## src/rtl/awu_pkg.sv

```systemverilog
// Constants, register map and types of the auto wake-up from halt unit.
// Assumes one 250 MHz clock; the wake RC oscillator is modelled by enables.
// Function
// [RULE1] Halt, wake enabled, RTC off: timed halt
// [RULE2] Timed halt runs RC, divider, then prescaler
// [RULE3] Delay over: set flag, raise wake interrupt
// [RULE4] Oscillator restarts; 256/4096 cycles, then service
// [RULE5] Reading control/status clears flag and interrupt
// [RULE6] Measure bit routes RC clock to capture
// [RULE7] Other wake interrupts or reset also exit
// [RULE8] Halt entry forces interrupt mask to 10b
// [RULE9] Timed halt stops main oscillator and processing
// [RULE10] Watchdog option picks reset or halt
// [RULE11] Wake enable bit is software read/write
// [RULE12] Prescaler value is the dividing factor
// [RULE13] Prescaler value 00h is forbidden
// [RULE14] Flag read-only, bits 7:3 read zero
// [RULE15] RTC on, wake off: RTC halt mode
// [RULE16] Halt time: factor times divider plus start-up
package awu_pkg;
	localparam int          APB_AW       = 10;
	// Register indices; the byte address is four times the index.
	localparam logic [7:0]  IDX_CSR      = 8'h2B;
	localparam logic [7:0]  IDX_PRESC    = 8'h2C;
	localparam logic [7:0]  IDX_ISTAT    = 8'h2D;
	localparam logic [7:0]  IDX_IMASK    = 8'h2E;
	localparam logic [9:0]  ADDR_CSR     = {IDX_CSR, 2'h0};
	localparam logic [9:0]  ADDR_PRESC   = {IDX_PRESC, 2'h0};
	localparam logic [9:0]  ADDR_ISTAT   = {IDX_ISTAT, 2'h0};
	localparam logic [9:0]  ADDR_IMASK   = {IDX_IMASK, 2'h0};
	// Decoded register selects.
	localparam logic [2:0]  DEC_NONE     = 3'h0;
	localparam logic [2:0]  DEC_CSR      = 3'h1;
	localparam logic [2:0]  DEC_PRESC    = 3'h2;
	localparam logic [2:0]  DEC_ISTAT    = 3'h3;
	localparam logic [2:0]  DEC_IMASK    = 3'h4;
	// Control/status fields and reset values.
	localparam int          CSR_EN_BIT   = 0;
	localparam int          CSR_MEAS_BIT = 1;
	localparam int          CSR_FLAG_BIT = 2;
	localparam logic [7:0]  CSR_RST      = 8'h00;
	localparam logic [7:0]  PRESC_RST    = 8'hFF;
	localparam logic [7:0]  PRESC_FORBID = 8'h00;
	// Interrupt status and mask layout.
	localparam int          INT_W        = 2;
	localparam int          INT_WAKE_BIT = 0;
	localparam int          INT_EXIT_BIT = 1;
	localparam logic [1:0]  IMASK_RST    = 2'h0;
	// Interrupt mask value forced on halt entry.
	localparam logic [1:0]  CC_HALT_MASK = 2'h2;
	localparam logic [1:0]  CC_RST       = 2'h0;
	// Oscillator stabilisation counts in CPU cycles.
	localparam logic [12:0] STAB_SHORT   = 13'h0100;
	localparam logic [12:0] STAB_LONG    = 13'h1000;
	// Defaults of the RC model and the fixed divider.
	localparam int          FIX_DIV_DEF  = 16;
	localparam int          RC_DIV_DEF   = 8;
	localparam int          RC_START_DEF = 4;

	typedef enum logic [2:0] {
		AWU_RUN,
		AWU_TIMED,
		AWU_RTC,
		AWU_PLAIN,
		AWU_STAB
	} awu_state_t;
endpackage

```

## src/rtl/awu_top.sv

```systemverilog
// Auto wake-up from halt unit: APB registers, halt mode control, RC model.
// Assumes CPU-side inputs are on clk; the RC clock is an enable from clk.
`timescale 1ns/1ps
module awu_top import awu_pkg::*; #(
	parameter int FIX_DIV  = FIX_DIV_DEF,
	parameter int RC_DIV   = RC_DIV_DEF,
	parameter int RC_START = RC_START_DEF
) (
	input  wire logic              clk,
	input  wire logic              sys_rst,
	input  wire logic              psel,
	input  wire logic              penable,
	input  wire logic              pwrite,
	input  wire logic [APB_AW-1:0] paddr,
	input  wire logic [31:0]       pwdata,
	output logic [31:0]            prdata,
	output logic                   pready,
	output logic                   pslverr,
	input  wire logic              halt_exec,
	input  wire logic              rtc_interrupt_enable,
	input  wire logic              watchdog_enabled,
	input  wire logic              watchdog_halt_option,
	input  wire logic              exit_irq,
	input  wire logic              stab_long_sel,
	output logic                   timed_halt_mode,
	output logic                   rtc_halt_mode,
	output logic                   main_osc_on,
	output logic                   cpu_clk_en,
	output logic                   cc_mask_load,
	output logic [1:0]             cc_int_mask,
	output logic                   watchdog_reset,
	output logic                   rc_osc_en,
	output logic                   timer_capture_input_one,
	output logic                   wake_irq
);
	localparam int RW = $clog2(RC_DIV + 1);

	// Maps a byte address onto a register select.
	function automatic logic [2:0] awu_decode(input logic [APB_AW-1:0] a);
		case (a)
			ADDR_CSR:   awu_decode = DEC_CSR;
			ADDR_PRESC: awu_decode = DEC_PRESC;
			ADDR_ISTAT: awu_decode = DEC_ISTAT;
			ADDR_IMASK: awu_decode = DEC_IMASK;
			default:    awu_decode = DEC_NONE;
		endcase
	endfunction

	logic             pready_ff;
	logic             nxt_pready;
	logic             pslverr_ff;
	logic             nxt_pslverr;
	logic [7:0]       rdata_ff;
	logic [7:0]       nxt_rdata;
	logic             wake_enable_bit_ff;
	logic             nxt_wake_enable_bit;
	logic             rc_measure_enable_ff;
	logic             nxt_rc_measure_enable;
	logic             wake_flag_ff;
	logic             nxt_wake_flag;
	logic [7:0]       presc_ff;
	logic [7:0]       nxt_presc;
	logic [INT_W-1:0] istat_ff;
	logic [INT_W-1:0] nxt_istat;
	logic [INT_W-1:0] imask_ff;
	logic [INT_W-1:0] nxt_imask;
	logic             irq_ff;
	logic             nxt_irq;
	awu_state_t       state_ff;
	awu_state_t       nxt_state;
	logic [12:0]      stab_ff;
	logic [12:0]      nxt_stab;
	logic             osc_ff;
	logic             nxt_osc;
	logic             cpu_ff;
	logic             nxt_cpu;
	logic             cc_load_ff;
	logic             nxt_cc_load;
	logic [1:0]       cc_mask_ff;
	logic [1:0]       nxt_cc_mask;
	logic             wdg_ff;
	logic             nxt_wdg;
	logic             exit_evt;
	logic             rc_en_ff;
	logic             nxt_rc_en;
	logic [RW-1:0]    rc_cnt_ff;
	logic [RW-1:0]    nxt_rc_cnt;
	logic             rc_tick_ff;
	logic             nxt_rc_tick;
	logic             cap_ff;
	logic             nxt_cap;
	logic             timeout;
	logic [2:0]       sel;
	logic             acc_done;
	logic             wr_done;
	logic             rd_done;
	logic             wdg_trip;
	logic [12:0]      stab_len;

	assign sel      = awu_decode(paddr);
	assign acc_done = psel & penable & pready_ff;
	assign wr_done  = acc_done & pwrite;
	assign rd_done  = acc_done & ~pwrite;
	assign wdg_trip = watchdog_enabled & ~watchdog_halt_option
		& ~rtc_interrupt_enable;
	assign stab_len = stab_long_sel ? STAB_LONG : STAB_SHORT;

	// APB slave: one wait state, read data captured before completion.
	always_comb begin
		nxt_pready  = psel & penable & ~pready_ff;
		nxt_pslverr = nxt_pready & (sel == DEC_NONE);
		nxt_rdata   = rdata_ff;
		if (nxt_pready & ~pwrite) begin
			case (sel)
				DEC_CSR:   nxt_rdata = {5'h00, wake_flag_ff,
					rc_measure_enable_ff, wake_enable_bit_ff}; // see [RULE14]
				DEC_PRESC: nxt_rdata = presc_ff;
				DEC_ISTAT: nxt_rdata = {6'h00, istat_ff};
				DEC_IMASK: nxt_rdata = {6'h00, imask_ff};
				default:   nxt_rdata = 8'h00;
			endcase
		end
	end

	// Software registers; only bits actually read are cleared, set wins.
	always_comb begin
		nxt_wake_enable_bit   = wake_enable_bit_ff;
		nxt_rc_measure_enable = rc_measure_enable_ff;
		nxt_presc             = presc_ff;
		nxt_imask             = imask_ff;
		nxt_wake_flag         = wake_flag_ff;
		nxt_istat             = istat_ff;
		if (wr_done && sel == DEC_CSR) begin
			nxt_wake_enable_bit   = pwdata[CSR_EN_BIT]; // see [RULE11]
			nxt_rc_measure_enable = pwdata[CSR_MEAS_BIT];
		end
		if (wr_done && sel == DEC_PRESC && pwdata[7:0] != PRESC_FORBID) begin
			nxt_presc = pwdata[7:0]; // see [RULE13]
		end
		if (wr_done && sel == DEC_IMASK) begin
			nxt_imask = pwdata[INT_W-1:0];
		end
		if (rd_done && sel == DEC_CSR && rdata_ff[CSR_FLAG_BIT]) begin
			nxt_wake_flag           = 1'b0; // see [RULE5]
			nxt_istat[INT_WAKE_BIT] = 1'b0;
		end
		if (rd_done && sel == DEC_ISTAT) begin
			nxt_istat = nxt_istat & ~rdata_ff[INT_W-1:0];
		end
		if (timeout) begin
			nxt_wake_flag           = 1'b1; // see [RULE3]
			nxt_istat[INT_WAKE_BIT] = 1'b1;
		end
		if (exit_evt) begin
			nxt_istat[INT_EXIT_BIT] = 1'b1;
		end
		nxt_irq = |(nxt_istat & nxt_imask);
	end

	// Registers the bus answer and the software registers.
	always_ff @(posedge clk) begin
		if (sys_rst) begin
			pready_ff            <= 1'b0;
			pslverr_ff           <= 1'b0;
			rdata_ff             <= 8'h00;
			wake_enable_bit_ff   <= CSR_RST[CSR_EN_BIT];
			rc_measure_enable_ff <= CSR_RST[CSR_MEAS_BIT];
			wake_flag_ff         <= CSR_RST[CSR_FLAG_BIT];
			presc_ff             <= PRESC_RST;
			imask_ff             <= IMASK_RST;
			istat_ff             <= '0;
			irq_ff               <= 1'b0;
		end else begin
			pready_ff            <= nxt_pready;
			pslverr_ff           <= nxt_pslverr;
			rdata_ff             <= nxt_rdata;
			wake_enable_bit_ff   <= nxt_wake_enable_bit;
			rc_measure_enable_ff <= nxt_rc_measure_enable;
			wake_flag_ff         <= nxt_wake_flag;
			presc_ff             <= nxt_presc;
			imask_ff             <= nxt_imask;
			istat_ff             <= nxt_istat;
			irq_ff               <= nxt_irq;
		end
	end

	// Halt mode control: entry choice, exit sources and stabilisation.
	always_comb begin
		nxt_state   = state_ff;
		nxt_stab    = stab_ff;
		nxt_cc_load = 1'b0;
		nxt_cc_mask = cc_mask_ff;
		nxt_wdg     = 1'b0;
		exit_evt    = 1'b0;
		case (state_ff)
			AWU_RUN: begin
				if (halt_exec) begin
					if (wdg_trip) begin
						nxt_wdg = 1'b1; // see [RULE10]
					end else begin
						nxt_cc_load = 1'b1;
						nxt_cc_mask = CC_HALT_MASK; // see [RULE8]
						if (rtc_interrupt_enable) begin
							nxt_state = AWU_RTC; // see [RULE15]
						end else if (wake_enable_bit_ff) begin
							nxt_state = AWU_TIMED; // see [RULE1]
						end else begin
							nxt_state = AWU_PLAIN;
						end
					end
				end
			end
			AWU_TIMED, AWU_RTC, AWU_PLAIN: begin
				if (timeout || exit_irq) begin
					nxt_state = AWU_STAB; // see [RULE7]
					nxt_stab  = stab_len;
					exit_evt  = ~timeout;
				end
			end
			AWU_STAB: begin
				if (stab_ff == 13'h0001) begin
					nxt_state = AWU_RUN; // see [RULE4]
				end
				nxt_stab = stab_ff - 13'h0001;
			end
			default: begin
				nxt_state = AWU_RUN;
			end
		endcase
		nxt_osc = ~(nxt_state == AWU_TIMED || nxt_state == AWU_PLAIN);
		nxt_cpu = nxt_state == AWU_RUN; // see [RULE9]
	end

	// Registers the mode state and its outputs.
	always_ff @(posedge clk) begin
		if (sys_rst) begin
			state_ff   <= AWU_RUN;
			stab_ff    <= 13'h0000;
			osc_ff     <= 1'b1;
			cpu_ff     <= 1'b1;
			cc_load_ff <= 1'b0;
			cc_mask_ff <= CC_RST;
			wdg_ff     <= 1'b0;
		end else begin
			state_ff   <= nxt_state;
			stab_ff    <= nxt_stab;
			osc_ff     <= nxt_osc;
			cpu_ff     <= nxt_cpu;
			cc_load_ff <= nxt_cc_load;
			cc_mask_ff <= nxt_cc_mask;
			wdg_ff     <= nxt_wdg;
		end
	end

	// RC oscillator model: runs in timed halt or while measuring in run.
	always_comb begin
		nxt_rc_en   = (state_ff == AWU_TIMED) // see [RULE2]
			|| (rc_measure_enable_ff && state_ff == AWU_RUN); // see [RULE6]
		nxt_rc_cnt  = rc_cnt_ff;
		nxt_rc_tick = 1'b0;
		nxt_cap     = cap_ff;
		if (!rc_en_ff) begin
			nxt_rc_cnt = '0;
		end else if (rc_cnt_ff == RW'(RC_DIV - 1)) begin
			nxt_rc_cnt  = '0;
			nxt_rc_tick = 1'b1;
		end else begin
			nxt_rc_cnt = rc_cnt_ff + RW'(1);
		end
		if (rc_tick_ff && rc_measure_enable_ff && state_ff == AWU_RUN) begin
			nxt_cap = ~cap_ff; // see [RULE6]
		end
	end

	// Registers the RC model.
	always_ff @(posedge clk) begin
		if (sys_rst) begin
			rc_en_ff   <= 1'b0;
			rc_cnt_ff  <= '0;
			rc_tick_ff <= 1'b0;
			cap_ff     <= 1'b0;
		end else begin
			rc_en_ff   <= nxt_rc_en;
			rc_cnt_ff  <= nxt_rc_cnt;
			rc_tick_ff <= nxt_rc_tick;
			cap_ff     <= nxt_cap;
		end
	end

	// Start-up, fixed divider and prescaler chain.
	awu_divchain #(
		.FIX_DIV  (FIX_DIV),
		.RC_START (RC_START)
	) u_chain (
		.clk      (clk),
		.sys_rst  (sys_rst),
		.run      (state_ff == AWU_TIMED),
		.rc_tick  (rc_tick_ff),
		.prescale (presc_ff),
		.timeout  (timeout)
	);

	// Output ports from flip-flops; timed_halt_mode and rtc_halt_mode are decoded from state_ff.
	assign prdata                  = {24'h000000, rdata_ff};
	assign pready                  = pready_ff;
	assign pslverr                 = pslverr_ff;
	assign timed_halt_mode         = state_ff == AWU_TIMED;
	assign rtc_halt_mode           = state_ff == AWU_RTC;
	assign main_osc_on             = osc_ff;
	assign cpu_clk_en              = cpu_ff;
	assign cc_mask_load            = cc_load_ff;
	assign cc_int_mask             = cc_mask_ff;
	assign watchdog_reset          = wdg_ff;
	assign rc_osc_en               = rc_en_ff;
	assign timer_capture_input_one = cap_ff;
	assign wake_irq                = irq_ff;

	// Helper counters that only the checks below read.
	logic [12:0] h_cnt_ff;
	logic [12:0] h_len_ff;
	always_ff @(posedge clk) begin
		if (sys_rst) begin
			h_cnt_ff <= 13'h0000;
			h_len_ff <= 13'h0000;
		end else begin
			h_cnt_ff <= (state_ff == AWU_STAB) ? h_cnt_ff + 13'h0001 : 13'h0000;
			h_len_ff <= (state_ff != AWU_STAB) ? stab_len : h_len_ff;
		end
	end
endmodule

```

## src/rtl/awu_divchain.sv

```systemverilog
// Start-up counter, fixed divider and programmable prescaler on RC ticks.
// Assumes rc_tick is a one-cycle enable and prescale is never 00h.
`timescale 1ns/1ps
module awu_divchain import awu_pkg::*; #(
	parameter int FIX_DIV  = FIX_DIV_DEF,
	parameter int RC_START = RC_START_DEF
) (
	input  wire logic       clk,
	input  wire logic       sys_rst,
	input  wire logic       run,
	input  wire logic       rc_tick,
	input  wire logic [7:0] prescale,
	output logic            timeout
);
	localparam int FW = $clog2(FIX_DIV + 1);
	localparam int SW = $clog2(RC_START + 1);

	logic [SW-1:0] start_ff;
	logic [SW-1:0] nxt_start;
	logic [FW-1:0] fix_ff;
	logic [FW-1:0] nxt_fix;
	logic [7:0]    pre_ff;
	logic [7:0]    nxt_pre;
	logic          tout_ff;
	logic          nxt_tout;

	// Counts start-up ticks, then divides by the fixed ratio and prescaler.
	always_comb begin
		nxt_start = start_ff;
		nxt_fix   = fix_ff;
		nxt_pre   = pre_ff;
		nxt_tout  = 1'b0;
		if (!run) begin
			nxt_start = '0;
			nxt_fix   = '0;
			nxt_pre   = 8'h00;
		end else if (rc_tick) begin
			if (start_ff != SW'(RC_START)) begin
				nxt_start = start_ff + SW'(1); // see [RULE16]
			end else if (fix_ff == FW'(FIX_DIV - 1)) begin
				nxt_fix = '0; // see [RULE2]
				if (pre_ff == prescale - 8'h01) begin
					nxt_pre  = 8'h00; // see [RULE12]
					nxt_tout = 1'b1;
				end else begin
					nxt_pre = pre_ff + 8'h01;
				end
			end else begin
				nxt_fix = fix_ff + FW'(1);
			end
		end
	end

	// Registers the counters and the timeout pulse.
	always_ff @(posedge clk) begin
		if (sys_rst) begin
			start_ff <= '0;
			fix_ff   <= '0;
			pre_ff   <= 8'h00;
			tout_ff  <= 1'b0;
		end else begin
			start_ff <= nxt_start;
			fix_ff   <= nxt_fix;
			pre_ff   <= nxt_pre;
			tout_ff  <= nxt_tout;
		end
	end

	assign timeout = tout_ff;
endmodule

```

## config.mk

```make
export PLATFORM = sky130hd
export DESIGN_NAME = awu_top
export DESIGN_NICKNAME = d
export VERILOG_FILES = /design/src/rtl/awu_pkg.sv /design/src/rtl/awu_top.sv /design/src/rtl/awu_divchain.sv
export SDC_FILE = /design/constraint.sdc
export NUM_CORES = 1
export LEC_CHECK = 0
export BUFFER_PORTS_ARGS = -buffer_cell sky130_fd_sc_hd__buf_4
export CAP_MARGIN = 40
export CORE_ASPECT_RATIO = 0.9
export CORE_MARGIN = 1.5
export CORE_UTILIZATION = 40
export DETAILED_ROUTE_END_ITERATION = 6
export SYNTH_ARGS = -nofsm -noshare
export SYNTH_HDL_FRONTEND = slang
export SYNTH_HIERARCHICAL = 1
export SYNTH_SLANG_ARGS = --single-unit
```

## constraint.sdc

```tcl
create_clock -name clk -period 4 [get_ports clk]
set_input_delay 0.2 -clock clk [delete_from_list [all_inputs] [get_ports clk]]
set_output_delay 0.2 -clock clk [all_outputs]
set_load 0.1 [all_outputs]
```

; Word-level counts from Yosys, hierarchy flattened
; Cells that the tools add are included.
[totals]
in_bits = 53
regBits = 71
[classes]
eq_ne = 20
n_reduce_logical = 31
bitwise_logic = 27
mux = 27
add_sub_neg = 6
[op_table]
columns = operator, count
row1 = "10-bit by 8-bit equality test with 1-bit output, second input constant", 4
row2 = 8-bit case mux with 4 select lines, 1
row3 = 13-bit two-way mux, 2
row4 = 13-bit case mux with 2 select lines, 1
row5 = "3-bit by 2-bit equality test with 1-bit output, second input constant", 5
row6 = 1-bit NOT, 15
row7 = "13-bit by 1-bit equality test with 1-bit output, second input constant", 1
row8 = "13-bit by 1-bit subtractor with 13-bit output, second input constant", 1
row9 = 3-bit two-way mux, 4
row10 = 3-bit case mux with 4 select lines, 1
row11 = 1-bit two-way mux, 11
row12 = 1-bit logical AND, 10
row13 = 1-bit AND, 9
row14 = "3-bit by 1-bit equality test with 1-bit output, second input constant", 3
row15 = 3-bit zero test, 3
row16 = 3-bit case mux with 3 select lines, 1
row17 = 3-bit OR reduction, 3
row18 = "8-bit by 1-bit adder with 8-bit output, second input constant", 1
row19 = 8-bit equality test, 1
row20 = 2-bit two-way mux, 4
row21 = 8-bit two-way mux, 1
row22 = 8-bit nonzero test, 1
row23 = "8-bit by 1-bit subtractor with 8-bit output, second input constant", 1
row24 = "3-bit equality test, second input constant", 2
row25 = other kinds (16), 25

; Longest topological paths before layout
; Gate-level depths: netlist (run 1).
[depth]
depth_word = 11
mapped_depth = 8
depth_no_buf = 7

; Hierarchy
; The synthesis (run 1) kept the hierarchy.
[by_module_without_submodules]
columns = module, instances, cells_per_inst, seq_area_each_um2, area_per_inst_um2
row1 = awu_top, 1, 300, 1081.0, 2585.0
row2 = awu_divchain, 1, 121, 340.3, 1072.3

; Worst setup path before layout (run 1)
; OpenSTA, ideal clock, no wires.
[synth_path]
path_kind = register to register
startpoint = reg state_ff[2]
endpoint = reg u_chain.pre_ff[2]
stages_incl_launch_ff = 6
path_buffers = 2
arrival_time_ns = 3.550
slack_ns = 0.365
period_less_slack_ns = 3.635
required_ns = 3.914
cell_sequence = dfxtp_1 clkbuf_1 nor3b_1 nand2b_1 clkbuf_1 a211oi_1
[synth_between]
elab_chain_cells = 3
[synth_rtl]
columns = element, line_no
row1 = "start, declared", awu_top.sv:69  ; awu_state_t state_ff;
row2 = "start signal, assigned", awu_top.sv:245  ; state_ff <= nxt_state;
row3 = 3-bit by 1-bit equality test with 1-bit output, n/a
row4 = via timed_halt_mode, awu_top.sv:25  ; output logic timed_halt_mode,
row5 = 1-bit NOT (no source line), n/a
row6 = 2-bit OR reduction (no source line), n/a
row7 = "end signal, assigned", awu_divchain.sv:64  ; pre_ff <= nxt_pre;
row8 = "end, declared", awu_divchain.sv:22  ; logic [7:0] pre_ff;
; The timed path passes the listed nets, and every way through them passes these cells.
; A chain may end at the register's enable or synchronous reset.

; Final worst setup path (run 1)
[layout_path]
startpoint = reg state_ff[2]
endpoint = reg stab_ff[10]
[layout_between]
elab_chain_cells = 4
[layout_rtl]
columns = element, line_no
row1 = 3-bit by 2-bit equality test with 1-bit output / 3-bit by 1-bit equality test with 1-bit output (equally long branches), awu_top.sv:195  ; case (state_ff)
row2 = 3-bit OR reduction, awu_top.sv:195
row3 = 2-bit inequality test (no source line) / 2-bit nonzero test (equally long branches), n/a
row4 = 2-bit AND reduction (no source line), n/a
row5 = "end signal, assigned", awu_top.sv:246  ; stab_ff <= nxt_stab;
row6 = "end, declared", awu_top.sv:71  ; logic [12:0] stab_ff;
; Parallel ways exist; a longest one is shown, timed or not.

==> impl_metrics.csv, run 1 <==
group,metric,value,unit
pwr,p_per_area,417,nW/um2
logic_synthesis,yosys_warnings,6,
detailed_routing,drt_pass1_iterations,5,
setup_path,end_kind,"register",
setup_path,worst-setup-path-type,"register to register",
clock_network,cts_made_buffers,9,
detailed_routing,vias,2993,
hold_path,hold_path.class,"input pin to register",
detailed_routing,wl_met1,3.71,mm
layout,final_cells,587,
logic_synthesis,synth_top_area_share,38.9,%
global_routing,gr-total-overflow,0,
logic_synthesis,synth_cell_types,56,
sta,final-hold-violation-count,0,
detailed_routing,wl_met2,3.31,mm
logic_synthesis,synth-edff-count,0,
clock_network,clock_sinks,71,
logic_synthesis,yosysTopAreaCell,"dfxtp_1",
placed_design,dp_slack,1.64,ns
sta,fmax,447,MHz
sta,final_max_slew_viol_count,0,
detailed_routing,routed-wl-met3,347,um
clock_network,tritoncts,"done",
setup_path,path_buf_inv,0,
global_routing,antenna_found_initial,0,
placed_design,portBuffers,48,
sta,setup_viol,0,
run_status,run_status,"complete, no violations",
setup_path,worstPathArrival,2.53,ns
logic_synthesis,synth_top_cells_by_count,"71 x dfxtp_1, 49 x nor2_1, 25 x buf_4",
logic_synthesis,async_flop_share,0,%
clock_network,ctsHoldBuffers,0,
setup_path,worstPathMaxFanout,11,
setup_path,path_cells,"nor3b_1 -> nand3_1 -> nor4_1 -> mux2_2 -> nor2_1",
die,dieArea,9730,um2
detailed_routing,antenna_left,0,
sta,fin_tns_setup,0,ns
logic_synthesis,ys_seq_area_share,38.9,%
logic_synthesis,yosys-top-cells-area,"dfxtp_1 39%, buf_4 5.1%, nor2_1 5.0%, xor2_1 3.6%, a21oi_1 3.0%",
detailed_routing,drc,0,
sta,finalWorstSetupSlack,1.77,ns
die,core_area,8730,um2
logic_synthesis,synth_ff_type,"dfxtp_1",
layout,drive_gt1_share,17.7,%
die,initial_core_util,41.9,%
layout,stdcell_area,4250,um2
die,die_x,104,um
detailed_routing,dr.max_layer_used,"met4",
sta,tightest_slew,0.605,ns
run,cap_violations,0,
clock_network,ctsLongestPathBuffers,2,
clock_network,cts_resized,0,
sta,period_share,55.9,%
detailed_routing,routed_wl,7.42,mm
sta,rsz0062_at_grt,"no",
die,ios,98,
logic_synthesis,synth_area_per_cell,8.69,um2
setup_path,cp_slowest_cell,"nor3b_1",
placed_design,place_area,4000,um2
detailed_routing,post_drt_wl_per_cell,12.6,um
sta,skew,0.0157,ns
die,die_h,93.7,um
clock_network,postCtsSetupRepairBufs,0,
layout,layout-area-overhead-vs-synth,16.3,%
clock_network,cts-root-buf,"clkbuf_8",
layout,fin_nets,524,
logic_synthesis,synthCells,421,
detailed_routing,vias_per_cell,5.10,
sta,max_slew_margin,59.6,%
logic_synthesis,synth_area,3660,um2
sta,period_needed,2.23,ns
global_routing,first_global_vias,2728,
setup_path,critPathLaunchType,"register",
setup_path,cp.required,4.29,ns
detailed_routing,drt_iter0_markers,70,
die,row_count,32,
global_routing,grt_pass1_wl,12.7,mm
placed_design,dp_hpwl,5.30,mm
global_routing,grt_usage,16.1,%
logic_synthesis,ys_ff_latch,71,
clock_network,path_clk_slew,0.09,ns
setup_path,max_stage_delay,0.56,ns
setup_path,critPathTopFamily,"simple AND/OR/NAND/NOR gates",
placed_design,place_inst,571,
layout,final_util,48.7,%
logic_synthesis,synth.most_common_cell,"dfxtp_1",
clock_network,htree_levels,3,
global_routing,grt_max_degree,50,
pwr,p_leak,1.70,nW
placed_design,place.gp.congestion,0.800,
layout,antennaDiodeCount,0,
clock_network,insertion_delay,0.35,ns
pwr,vdd_ir_drop_max,0.161,mV
==> sequential cells by signal (all words and copies together), names as in the netlist, 2 cells and up <==
register,flops
presc_ff,8
u_chain/pre_ff,8
stab_ff,13
rdata_ff,8
u_chain/start_ff,3
istat_ff,2
rc_cnt_ff,4
u_chain/fix_ff,5
imask_ff,2
state_ff,3
==> metal layers <==
layer / vias up / track usage (%)
met3: 4 / 4.85
met4: 0 / 4.17
met1: 1387 / 21.7
li1: 1533 / -
met2: 69 / 25.1
met5: - / 0
==> cells in the final DEF (no fill, tap or decap), types with 4 or more instances in the layout <==
cell type and n:
a211o_1 9, a211oi_1 6, a21oi_1 22, a22oi_1 8, and3_1 5, buf_4 48
clkbuf_8 10, conb_1 25, dfxtp_1 71, ha_1 8, inv_1 23, mux2i_1 9
nand2_1 19, nand2b_1 6, nand3_1 17, nand3b_1 4, nand4_1 5, nor2_1 49
nor2b_1 6, nor3_1 14, nor3b_1 4, nor4_1 6, nor4_2 4, o211ai_1 4
o21ai_0 4, or3_1 12, or4_1 5, xnor2_1 10, xor2_1 15
==> worst paths after layout <==
check	to	startpoint	depth (start not counted)	slack (ns)
worst max-delay path	stab_ff[10]	state_ff[2]	5	1.77
worst min-delay path	watchdog_reset	halt_exec	3	0.08
worst max register to register	stab_ff[10]	state_ff[2]	5	1.77
worst min register to register	cc_int_mask[1]	cc_int_mask[1]	2	0.45
==> cell families (layout without fill, tap and decap cells) <==
kind of cell	after synthesis	in the layout	share of synthesized area (%)
other	1	25	0.103
DFF	71	71	38.9
AOI/OAI and AO/OA	70	70	13.5
xor gates and xnor gates	25	25	5.99
muxes	10	10	2.77
and+or+nand+nor	172	172	26.7
adders and majority gates	8	8	2.74
buffers and inverters	64	87	9.37
==> area by class of cell <==
class	instances	area, um2
clock buffer	10	138
clock inverter	6	115
fill	845	4480
inverter	23	86.3
multi-input combinational	310	1980
sequential	71	1420
tap	119	149
timing repair buffer	48	360
==> power breakdown <==
part           leakage, nW  internal, mW  switching, mW
clock                0.123         0.435          0.282
sequential           0.575         0.727         0.0194
combinational         1.00        0.0739          0.235
total                 1.70          1.24          0.537
==> worst reg2reg max path, cell delays in order, from the launching register on <==
cell	delay (ns)
dfxtp_1	0.52
nor3b_1	0.56
nand3_1	0.36
nor4_1	0.29
mux2_2	0.37
nor2_1	0.07
==> stage by stage <==
step | hold slack, ns | power (mW)
final | 0.0807 | 1.77
after global routing | 0.0744 | 1.85
after CTS | 0.0685 | 1.79
after detailed placement | 0.441 | 1.07
after global placement | 0.432 | 1.07
after floorplan | 0.323 | 1.03
Power figures use the tool's default switching activity.
==> run 2, diff against run 1 <==
PLACE_DENSITY = 0.66   (was unset)
clock period = 1.9 ns   (was 4 ns; I/O delays follow)
==> impl_metrics.csv, run 2 (synthesis gave the netlist of run 1 again) <==
group,metric,value,unit
run,cap_violations,0,
global_routing,antenna_found_initial,0,
layout,multi_input_area,2120,um2
clock_network,clock_sinks,71,
layout,antennaDiodeCount,0,
die,die_h,93.7,um
global_routing,gr-total-overflow,0,
setup_path,cp-startpoint,"stab_ff[7]",
layout,regMostFlops,"stab_ff",
pwr,switchingPower,1.15,mW
sta,skew,0.0148,ns
placed_design,portBuffers,48,
pwr,switching_share,32.4,%
layout,fillers,796,
placed_design,dp_hpwl,5.73,mm
placed_design,place.gp.congestion,0.896,
pwr,vdd_ir_drop_max,0.333,mV
layout,seqCellArea,1430,um2
run_status,run_status,"finished, violations left",
setup_path,end_kind,"register",
layout,final_common_cell,"buf_4",
setup_path,r2r_slack,-0.09,ns
global_routing,gr-usage-met2,26.9,%
global_routing,grt_pass1_wl,13.0,mm
layout,fin_nets,559,
detailed_routing,routed_wl,7.90,mm
clock_network,ctsLongestPathBuffers,2,
pwr,p_leak,1.89,nW
die,initial_core_util,41.9,%
pwr,p_int,2.39,mW
layout,final_util,52.9,%
die,dieArea,9730,um2
setup_path,worstRegToRegCells,4,
clock_network,cts_made_buffers,9,
setup_path,cp_slowest_cell,"or4_4",
die,core_area,8730,um2
layout,final_cell_mix,"79 x buf_4, 69 x dfxtp_1, 49 x nor2_1, 25 x conb_1, 23 x inv_1",
global_routing,grtUsageMet1,21.7,%
detailed_routing,drc,0,
setup_path,reg2reg_from,"stab_ff[7]",
layout,final_cells,622,
clock_network,cts-root-buf,"clkbuf_8",
layout,drive_gt1_share,27.6,%
setup_path,critPathLaunchType,"register",
global_routing,busiest_layer,"met2",
sta,rsz0062_at_grt,"yes",
detailed_routing,antenna_left,0,
sta,period_needed,1.99,ns
detailed_routing,vias,3132,
die,ios,98,
placed_design,dp_slack,-0.142,ns
die,row_count,32,
detailed_routing,post_drt_wl_per_cell,12.7,um
setup_path,critPathMostFrequentCell,"or4_4",
pwr,p_per_area,767,nW/um2
detailed_routing,vias_per_cell,5.04,
sta,final-hold-violation-count,0,
sta,finalWorstSetupSlack,-0.0862,ns
clock_network,tritoncts,"done",
clock_network,path_clk_slew,0.09,ns
setup_path,endpoint,"stab_ff[12]",
setup_path,path_cells,"or4_4 -> or4_4 -> or4_4 -> a31oi_1",
setup_path,r2r_end,"stab_ff[12]",
pwr,power_frac_comb,21.4,%
pwr,total_power,3.54,mW
sta,fmax,503,MHz
clock_network,htree_levels,3,
global_routing,grt_max_degree,34,
sta,final_max_slew_viol_count,0,
hold_path,hold_path.class,"input pin to register",
pwr,power_frac_clock,34.4,%
placed_design,place_inst,601,
layout,layout-area-overhead-vs-synth,26.3,%
setup_path,max_stage_delay,0.53,ns
detailed_routing,drt_iter0_markers,133,
setup_path,worst-setup-path-type,"register to register",
detailed_routing,drt_pass1_iterations,4,
global_routing,use_met3,3.54,%
sta,setup_viol,3,
layout,largest_reg_flops,13,
sta,period_share,105,%
die,die_x,104,um
clock_network,insertion_delay,0.35,ns
global_routing,grt_usage,16.7,%
setup_path,cp.required,2.19,ns
run_status,violations,"negative setup slack",
global_routing,first_global_vias,2815,
setup_path,worstPathArrival,2.28,ns
pwr,p_seq_share,44.2,%
setup_path,worstPathMaxFanout,4,
==> run 2: cell types whose count changed in the layout (fill, tap and decap cells not counted), sizes merged <==
cell         delta
bufinv          -2
buf            +32
dlygate4sd3     +3
clkinv          +2
==> run 2: final cells by class <==
cell class	instances	share of cell area [%]
well taps	119	3.22
clock inverters	6	1.27
repair buffers	83	13.9
multi-input cells	310	45.8
inverters	23	1.87
clock buffers	10	2.98
flip-flops and latches	71	30.9
==> run 2: how the worst min path moves through the flow <==
stage,from,slack (ns),to,cells past startpoint
global route,pwdata[0],0.03,wake_enable_bit_ff,3
CTS,psel,0.003,pready,3
floorplan,halt_exec,0.22,watchdog_reset,2
global placement,halt_exec,0.35,watchdog_reset,3
detailed placement,halt_exec,0.35,watchdog_reset,3
finish,psel,0.02,pready,3
==> run 2: routing by layer <==
metal / share of wire (%) / vias to the layer above
met5: 0 / -
met1: 50 / 1457
met2: 44 / 68
li1: - / 1595
met3: 4.1 / 12
met4: 1.6 / 0
==> run 2: metrics by stage <==
step | area [um2] | setup TNS [ns] | hold WS, ns
3_3_place_gp | 4280 | -1.26 | 0.345
2_1_floorplan | 3820 | -1.00 | 0.218
4_1_cts | 4510 | -0.165 | 0.00312
3_5_place_dp | 4280 | -1.28 | 0.349
6_report | 4620 | -0.180 | 0.0158
5_1_grt | 4620 | -0.356 | 0.0308
==> run 2: critical path, delay by kind of cell (launching register included) <==
| kind | cells | cell delay [ns] |
|---|---|---|
| flip-flops | 1 | 0.33 |
| AO/OA/AOI/OAI | 1 | 0.13 |
| AND/OR/NAND/NOR | 3 | 1.47 |
==> run 2: timing repair <==
item	CTS	global route
gates resized for setup	1	16
hold buffers	3	0
setup endpoints to repair	4	15
setup buffers	0	2
pin swaps	2	4
hold endpoints to repair	2	0
==> run 2: power groups by stage <==
stage	Combinational [mW]	Clock (mW)	Sequential, mW
6_report	0.759	1.22	1.57
5_1_grt	0.805	1.31	1.57
4_1_cts	0.740	1.24	1.56
3_5_place_dp	0.732	0	1.60
3_3_place_gp	0.725	0	1.60
2_1_floorplan	0.501	0	1.68
